--- src/buckboost_pkg.sv ---
// Constants, states and carriers for the buck-boost mode sequencer.
// Assumes a 100 MHz system clock and a 1.5 MHz switching oscillator.
package buckboost_pkg;

  // System clock and switching oscillator rates
  localparam int CLK_KHZ = 100000;
  localparam int OSC_KHZ = 1500;
  localparam int OSC_DIV = (CLK_KHZ + OSC_KHZ / 2) / OSC_KHZ;
  localparam int OSC_CNT_W = 7;

  // Printed times, each in its own unit
  localparam int IDLE_US = 50;
  localparam int RAMP_US = 500;
  localparam int CL4_US = 50;
  localparam int CL15_US = 5;
  localparam int MON_US = 500;
  localparam int HOLD_MS = 8;

  // Oscillator tick counts; least times round up, the ramp bound down
  localparam int IDLE_TICKS = (IDLE_US * OSC_KHZ + 999) / 1000;
  localparam int RAMP_TICKS = (RAMP_US * OSC_KHZ) / 1000;
  localparam int CL4_TICKS = (CL4_US * OSC_KHZ + 999) / 1000;
  localparam int CL15_TICKS = (CL15_US * OSC_KHZ + 999) / 1000;
  localparam int MON_TICKS = (MON_US * OSC_KHZ + 999) / 1000;
  localparam int HOLD_TICKS = HOLD_MS * OSC_KHZ;

  // Counter widths and fixed values
  localparam int TIMER_W = 14;
  localparam int RAMP_W = 10;
  localparam int CL_W = 7;
  localparam logic [1:0] HITS_TO_4A = 2'h2;

  typedef enum logic [2:0] {
    SEQ_DISABLED,
    SEQ_IDLE,
    SEQ_SOFTSTART,
    SEQ_NORMAL,
    SEQ_MONITOR,
    SEQ_HOLD
  } seq_state_e;

  typedef enum logic [1:0] {
    CL_NORMAL,
    CL_DETECT_4A,
    CL_DETECT_1P5A
  } cl_state_e;

  typedef enum logic [1:0] {
    CONV_BUCK,
    CONV_BOOST,
    CONV_BUCK_BOOST
  } conv_mode_e;

  // Enable conditions, all must be high to run
  typedef struct packed {
    logic master_enable;
    logic io_supply_present;
    logic transmit_fast_enable_pin;
    logic converter_enable_bit;
  } enable_s;

  // Analog comparator results
  typedef struct packed {
    logic supply_above_output;
    logic supply_output_close;
    logic peak_over_1p5a;
    logic output_above_80pct;
    logic output_above_target;
  } sense_s;

  // Power switch gate commands, high means switch on
  typedef struct packed {
    logic input_side_high_switch;
    logic input_side_low_switch;
    logic output_side_high_switch;
    logic output_side_low_switch;
  } gates_s;

  typedef struct packed {
    seq_state_e seq_state;
    cl_state_e cl_state;
    conv_mode_e conv_mode;
    logic current_limit_guard;
    logic short_circuit_guard;
    logic limit_4a;
    logic ss_done;
    logic [RAMP_W-1:0] ss_ref;
  } status_s;

endpackage

--- src/buckboost_sequencer.sv ---
// Mode sequencer and protection state machines of the buck-boost converter.
// Assumes enables and comparator results arrive asynchronously from pins
// and analog circuits; switch commands drive external gate drivers.
//
// What this block does
// - Soft-start ramps reference within 500 us
// - Ramp done enables both protections together
// - Normal operation keeps both protections enabled
// - Buck: input pair switches, output high on
// - Boost: output pair switches, input high on
// - Within 0.5 V both pairs switch
// - Two 1.5 A hits raise limit to 4 A
// - 4 A mode lasts 50 us, then 1.5 A
// - No 1.5 A hit for 5 us: normal
// - Recurring hit restarts the 5 us count
// - All intervals counted on switching oscillator
// - Output at or under 80% starts monitoring
// - Monitor 0.5 ms then 8 ms zero hold
// - After hold, soft-start then normal or monitor
// - Hiccup repeats until output recovers or an enable drops
// - Oscillator runs at 1.5 MHz
// - Idle waits 50 us, protections off
// - Run only when all four enables high
// - Disable resets sequencer and protections
`timescale 1ns/10ps
module buckboost_sequencer #(
  parameter int IDLE_COUNT = buckboost_pkg::IDLE_TICKS,
  parameter int RAMP_COUNT = buckboost_pkg::RAMP_TICKS,
  parameter int CL4_COUNT = buckboost_pkg::CL4_TICKS,
  parameter int MON_COUNT = buckboost_pkg::MON_TICKS,
  parameter int HOLD_COUNT = buckboost_pkg::HOLD_TICKS
) (
  input wire logic clk_sys,
  input wire logic sys_rst,
  input wire buckboost_pkg::enable_s enables,
  input wire buckboost_pkg::sense_s sense,
  output buckboost_pkg::gates_s gates,
  output buckboost_pkg::status_s status
);
  import buckboost_pkg::*;

  enable_s enables_meta;
  enable_s enables_sync;
  sense_s sense_meta;
  sense_s sense_sync;
  logic tick;
  logic phase;
  logic run;
  logic ss_done;
  logic guards_on;
  seq_state_e state;
  cl_state_e cl_state;
  conv_mode_e conv_mode;
  logic [TIMER_W-1:0] timer;
  logic [RAMP_W-1:0] ramp;
  logic [CL_W-1:0] cl_timer;
  logic [1:0] hits;

  // One switch pair: switching follows the oscillator phase, else static
  function automatic logic [1:0] pair_drive(input logic switching,
                                            input logic ph);
    if (switching) begin
      pair_drive = {ph, ~ph};
    end else begin
      pair_drive = 2'b10;
    end
  endfunction

  // Two-stage synchronisers for pins and comparators
  always_ff @(posedge clk_sys) begin
    if (sys_rst) begin
      enables_meta <= '0;
      enables_sync <= '0;
      sense_meta <= '0;
      sense_sync <= '0;
    end else begin
      enables_meta <= enables;
      enables_sync <= enables_meta;
      sense_meta <= sense;
      sense_sync <= sense_meta;
    end
  end

  // Switching oscillator times every interval
  switching_oscillator osc (
    .clk_sys(clk_sys),
    .sys_rst(sys_rst),
    .tick(tick),
    .phase(phase)
  );

  assign run = &enables_sync;
  assign ss_done = (ramp == RAMP_W'(RAMP_COUNT));
  assign guards_on = (state == SEQ_NORMAL) || (state == SEQ_MONITOR);

  // Converter mode from supply versus output comparisons
  always_comb begin
    if (sense_sync.supply_output_close) begin
      conv_mode = CONV_BUCK_BOOST;
    end else if (sense_sync.supply_above_output) begin
      conv_mode = CONV_BUCK;
    end else begin
      conv_mode = CONV_BOOST;
    end
  end

  // Power-up sequence and short-circuit hiccup
  always_ff @(posedge clk_sys) begin
    if (sys_rst || !run) begin
      state <= SEQ_DISABLED;
      timer <= '0;
      ramp <= '0;
    end else begin
      case (state)
        SEQ_DISABLED: begin
          state <= SEQ_IDLE;
          timer <= '0;
        end
        SEQ_IDLE: begin
          if (tick) begin
            if (timer == TIMER_W'(IDLE_COUNT - 1)) begin
              state <= SEQ_SOFTSTART;
              timer <= '0;
              ramp <= '0;
            end else begin
              timer <= timer + 1'b1;
            end
          end
        end
        SEQ_SOFTSTART: begin
          if (ss_done) begin
            timer <= '0;
            if (sense_sync.output_above_80pct) begin
              state <= SEQ_NORMAL;
            end else begin
              state <= SEQ_MONITOR;
            end
          end else if (tick) begin
            ramp <= ramp + 1'b1;
          end
        end
        SEQ_NORMAL: begin
          if (!sense_sync.output_above_80pct) begin
            state <= SEQ_MONITOR;
            timer <= '0;
          end
        end
        SEQ_MONITOR: begin
          if (sense_sync.output_above_target) begin
            state <= SEQ_NORMAL;
            timer <= '0;
          end else if (tick) begin
            if (timer == TIMER_W'(MON_COUNT - 1)) begin
              state <= SEQ_HOLD;
              timer <= '0;
            end else begin
              timer <= timer + 1'b1;
            end
          end
        end
        SEQ_HOLD: begin
          if (tick) begin
            if (timer == TIMER_W'(HOLD_COUNT - 1)) begin
              state <= SEQ_SOFTSTART;
              timer <= '0;
              ramp <= '0;
            end else begin
              timer <= timer + 1'b1;
            end
          end
        end
        default: begin
          state <= SEQ_DISABLED;
          timer <= '0;
          ramp <= '0;
        end
      endcase
    end
  end

  // Current-limit detection modes, run only while guards are on
  always_ff @(posedge clk_sys) begin
    if (sys_rst || !guards_on) begin
      cl_state <= CL_NORMAL;
      cl_timer <= '0;
      hits <= '0;
    end else if (tick) begin
      case (cl_state)
        CL_NORMAL: begin
          if (!sense_sync.peak_over_1p5a) begin
            hits <= '0;
          end else if (hits == HITS_TO_4A - 2'h1) begin
            cl_state <= CL_DETECT_4A;
            cl_timer <= '0;
            hits <= '0;
          end else begin
            hits <= hits + 1'b1;
          end
        end
        CL_DETECT_4A: begin
          if (cl_timer == CL_W'(CL4_COUNT - 1)) begin
            cl_state <= CL_DETECT_1P5A;
            cl_timer <= '0;
          end else begin
            cl_timer <= cl_timer + 1'b1;
          end
        end
        CL_DETECT_1P5A: begin
          if (sense_sync.peak_over_1p5a) begin
            cl_timer <= '0;
          end else if (cl_timer == CL_W'(CL15_TICKS - 1)) begin
            cl_state <= CL_NORMAL;
            cl_timer <= '0;
          end else begin
            cl_timer <= cl_timer + 1'b1;
          end
        end
        default: begin
          cl_state <= CL_NORMAL;
          cl_timer <= '0;
          hits <= '0;
        end
      endcase
    end
  end

  // Switch gate commands per sequencer state and converter mode
  always_ff @(posedge clk_sys) begin
    if (sys_rst) begin
      gates <= '0;
    end else begin
      case (state)
        SEQ_DISABLED, SEQ_HOLD: begin
          gates <= 4'h6; // Discharge: input low and output high on
        end
        SEQ_IDLE: begin
          gates <= '0;
        end
        default: begin
          gates[3:2] <= pair_drive(conv_mode != CONV_BOOST, phase);
          gates[1:0] <= pair_drive(conv_mode != CONV_BUCK, phase);
        end
      endcase
    end
  end

  // Registered status, guards enabled together after soft-start
  always_ff @(posedge clk_sys) begin
    if (sys_rst) begin
      status <= '0;
    end else begin
      status.seq_state <= state;
      status.cl_state <= cl_state;
      status.conv_mode <= conv_mode;
      status.current_limit_guard <= guards_on;
      status.short_circuit_guard <= guards_on;
      status.limit_4a <= (cl_state == CL_DETECT_4A);
      status.ss_done <= ss_done;
      status.ss_ref <= ramp;
    end
  end

endmodule

--- src/switching_oscillator.sv ---
// Internal switching oscillator derived from the system clock.
// Assumes a synchronous active-high reset on the same clock.
`timescale 1ns/10ps
module switching_oscillator (
  input wire logic clk_sys,
  input wire logic sys_rst,
  output logic tick,
  output logic phase
);
  import buckboost_pkg::*;

  logic [OSC_CNT_W-1:0] count;

  // Divide down to the switching rate; tick marks each period start
  always_ff @(posedge clk_sys) begin
    if (sys_rst) begin
      count <= '0;
      tick <= 1'b0;
      phase <= 1'b0;
    end else begin
      tick <= (count == OSC_CNT_W'(OSC_DIV - 1));
      if (count == OSC_CNT_W'(OSC_DIV - 1)) begin
        count <= '0;
      end else begin
        count <= count + 1'b1;
      end
      phase <= (count < OSC_CNT_W'(OSC_DIV / 2));
    end
  end

endmodule

--- config.mk ---
export PLATFORM = sky130hd
export DESIGN_NAME = buckboost_sequencer
export DESIGN_NICKNAME = d
export VERILOG_FILES = /design/src/buckboost_pkg.sv /design/src/buckboost_sequencer.sv /design/src/switching_oscillator.sv
export SDC_FILE = /design/constraint.sdc
export NUM_CORES = 1
export LEC_CHECK = 0
export BUFFER_PORTS_ARGS = -buffer_cell sky130_fd_sc_hd__buf_2
export CAP_MARGIN = 20
export CELL_PAD_IN_SITES_DETAIL_PLACEMENT = 1
export CELL_PAD_IN_SITES_GLOBAL_PLACEMENT = 1
export CORE_ASPECT_RATIO = 1.75
export CORE_MARGIN = 10
export CORE_UTILIZATION = 48
export DETAILED_ROUTE_END_ITERATION = 10
export GPL_TIMING_DRIVEN = 0
export PLACE_DENSITY = 0.83
export SLEW_MARGIN = 10
export SYNTH_ARGS = -nofsm -noshare
export SYNTH_HDL_FRONTEND = slang
export SYNTH_SLANG_ARGS = --single-unit
export TNS_END_PERCENT = 100
--- constraint.sdc ---
create_clock -name clk_sys -period 3.6 [get_ports clk_sys]
set_input_delay 0.72 -clock clk_sys [delete_from_list [all_inputs] [get_ports clk_sys]]
set_output_delay 0.72 -clock clk_sys [all_outputs]
set_load 0.05 [all_outputs]
==> impl_metrics.csv <==
group,metric,value,unit
cells_and_area,syn_to_final_growth,16.4,%
setup_path,r2r_start,"timer[1]$_SDFFE_PP0P_",
synth,synth.area.top_cells,"dfxtp_1 (47%), nor2b_1 (5.3%), ha_1 (4.0%)",
cells_and_area,antenna_cells,0,
floorplan,dieArea,12000,um2
pwr,p_comb_share,2.2,%
setup_path,r2r_slack,890,ps
clock_tree,cts_inserted_buffers,9,
synth,synth.largest_area_cell,"dfxtp_1",
synth,synth_nets,435,
cells_and_area,fillers,880,
clock_tree,clkSlewWorstSetupHoldPaths,60,ps
clock_tree,cts_root_buf,"clkbuf_16",
placement,finalWeightedCongestion,0.850,
route,wirelength,9730,um
setup_path,reg2reg_to,"ramp[3]$_SDFFE_PP0P_",
floorplan,start_util,49.9,%
grt,grt_max_degree,15,
synth,yosys_warnings,0,
synth,synthTopCellsByCount,"dfxtp_1 (89), nor2_1 (40), nor2b_1 (32)",
floorplan,fp.dieW,87.2,um
setup_path,startpoint,"timer[1]$_SDFFE_PP0P_",
synth,ys.flop_type,"dfxtp_1",
setup_path,critical_path.top_delay_family,"compound AO/OA/AOI/OAI gates",
pwr,p_seq_share,47.6,%
clock_tree,cts.sinks,89,
clock_tree,cts_hold_buf,0,
timing,relSlewSlack,42.6,%
setup_path,required,3780,ps
grt,grt_pass1_wl,16200,um
job,max-cap-violations,0,
synth,synthArstFlopShare,0,%
placement,hpwl,7090,um
timing,maxSlewViolCount,0,
setup_path,critical_path_class,"register to register",
timing,max_freq,0.369,GHz
timing,layout_min_cycle_time,2710,ps
synth,synth.most_common_cell,"dfxtp_1",
setup_path,crit_path_start_kind,"register",
setup_path,slowest_stage,"o21ai_1",
floorplan,pin_count,36,
grt,grt_overflow,0,
setup_path,cp-end-kind,"register",
grt,grt_pass1_vias,3464,
setup_path,endpoint,"ramp[3]$_SDFFE_PP0P_",
route,ant_nets,0,
pwr,power_frac_clock,50.3,%
clock_tree,clk_path_buf_depth,2,
pwr,p_leak,1.64,nW
grt,antenna_found_initial,0,
clock_tree,postCtsSetupBuffers,0,
floorplan,die_h,138,um
cells_and_area,drive_above_1_share,13.2,%
pwr,p_int,1.71,mW
timing,finalSetupTns,0,ps
pwr,p_per_area,479,nW/um2
synth,netlist_area,3800,um2
timing,rsz0062_at_grt,"false",
timing,whs,440,ps
route,drcViolationCount,0,
route,via_per_inst,5.82,
synth,syn_avg_cell_area,9.22,um2
timing,skew,6.59,ps
outcome,status,"completed",
route,vias,3201,
setup_path,cp_data_arrival_time,2890,ps
setup_path,worst-path-stages,7,
setup_path,r2r_cells,7,
worst_hold_path,hold_path.class,"register to register",
setup_path,crit_fanout,10,
timing,post-route-period-util,75.2,%
timing,worst_slew_pin_slew,853,ps
placement,port_buffers,34,
grt,grtUsageTotal,16.7,%
clock_tree,htreeDepth,3,
synth,synthCells,412,
route,drt-pass1-iter-count,4,
setup_path,path_cells,"ha_1 -> or4b_4 -> nor4_4 -> o22ai_2 -> buf_6 -> o21ai_1 -> a21oi_1",
route,post_drt_wl_per_cell,17.7,um
timing,hold_viol,0,
clock_tree,cts_resized,0,
clock_tree,cts_tree,"done",
synth,synth_edf_count,0,
floorplan,fp.coreArea,7620,um2
pwr,total_power,2.12,mW
floorplan,row_count,42,
pwr,p_sw_share,19.4,%
timing,setup_violations,0,
route,drtIter0Drc,119,
setup_path,path_buf_inv,1,
cells_and_area,final_nets,480,
synth,ys_ff_latch,89,
pwr,p_sw,0.411,mW
pwr,vdd_drop_max,0.337,mV
synth,yosysSeqAreaShare,46.9,%
synth,yosysTopAreaCellShare,46.9,%
setup_path,slowest_delay,640,ps
clock_tree,clk_latency,330,ps
synth,ys_types,58,
registers in the layout (all words and copies together) (netlist names):
register	flops
cl_state	2
cl_timer	7
enables_meta	4
enables_sync	4
gates	4
hits	2
osc.count	7
osc.phase	1
osc.tick	1
ramp	10
sense_meta	5
sense_sync	5
state	3
status	20
timer	14
power by group through the flow:
| stage | Sequential [mW] | Combinational [mW] | Clock [mW] |
|---|---|---|---|
| after floorplan | 1.04 | 0.0225 | 0 |
| after global placement | 1.03 | 0.0440 | 0 |
| after detailed placement | 1.03 | 0.0463 | 0 |
| after CTS | 1.01 | 0.0469 | 1.08 |
| after global routing | 1.01 | 0.0522 | 1.12 |
| final | 1.01 | 0.0456 | 1.07 |
worst min path at each step:
stage | from | to | depth (start not counted)
after global placement | sense_meta[4]$_SDFF_PP0_ | sense_sync[4]$_SDFF_PP0_ | 1
after floorplan | enables_meta[0]$_SDFF_PP0_ | enables_sync[0]$_SDFF_PP0_ | 1
after detailed placement | enables_meta[2]$_SDFF_PP0_ | enables_sync[2]$_SDFF_PP0_ | 1
after global routing | enables_meta[2]$_SDFF_PP0_ | enables_sync[2]$_SDFF_PP0_ | 1
final | enables_meta[2]$_SDFF_PP0_ | enables_sync[2]$_SDFF_PP0_ | 1
after CTS | enables_meta[2]$_SDFF_PP0_ | enables_sync[2]$_SDFF_PP0_ | 1
metal layers:
layer | up-vias | track usage, % | wire, um
met5 | - | 0 | 0
met4 | 0 | 7.30 | 216
met3 | 17 | 3.67 | 238
met2 | 52 | 31.9 | 5510
met1 | 1577 | 16.3 | 3760
li1 | 1555 | - | -
through the flow:
step,setup slack (ps),instance area (um2),util (%),instances
floorplan,1340,3800,-,412
global placement,947,4080,53.5,534
detailed placement,898,4080,53.5,534
CTS,845,4420,58.0,550
global route,660,4420,58.0,550
finish,894,4420,58.0,550
worst register-to-register path, stage by stage (launching register included):
cell and delay [ps]:
dfxtp_1 450, ha_1 190, or4b_4 460, nor4_4 300, o22ai_2 210, buf_6 200
o21ai_1 640, a21oi_1 90
layout by cell type, fill, tap and decap left out, types with 9 or more instances in the layout:
cell,count
dfxtp_1,89
nor2_1,40
buf_2,35
nor2b_1,32
a21oi_1,20
nand2_1,18
inv_1,16
clkbuf_1,16
xnor2_1,16
nor3_1,15
o31ai_1,13
ha_1,12
nand3_1,10
or4_1,10
nand4_1,9
clkbuf_16,9
logic make-up (layout without fill, tap and decap cells):
family	count (synthesis)	in the layout	synth area share (%)
AOI/OAI and AO/OA	67	67	11.7
xor gates and xnor gates	20	20	4.61
muxes	1	1	0.264
DFF	89	89	46.9
buffers and inverters	37	87	4.18
and+or+nand+nor	186	186	28.4
adders and majority gates	12	12	3.95
layout make-up:
type / count / area [um2] / share of cell area [%]
multi-input combinational: 286 / 1860 / 42.0
sequential: 89 / 1780 / 40.3
clock buffer: 10 / 239 / 5.40
timing repair buffer: 34 / 170 / 3.85
tap: 88 / 110 / 2.49
clock inverter: 6 / 105 / 2.38
buffer: 21 / 98.8 / 2.23
inverter: 16 / 60.1 / 1.36
Power figures use the tool's default switching activity.
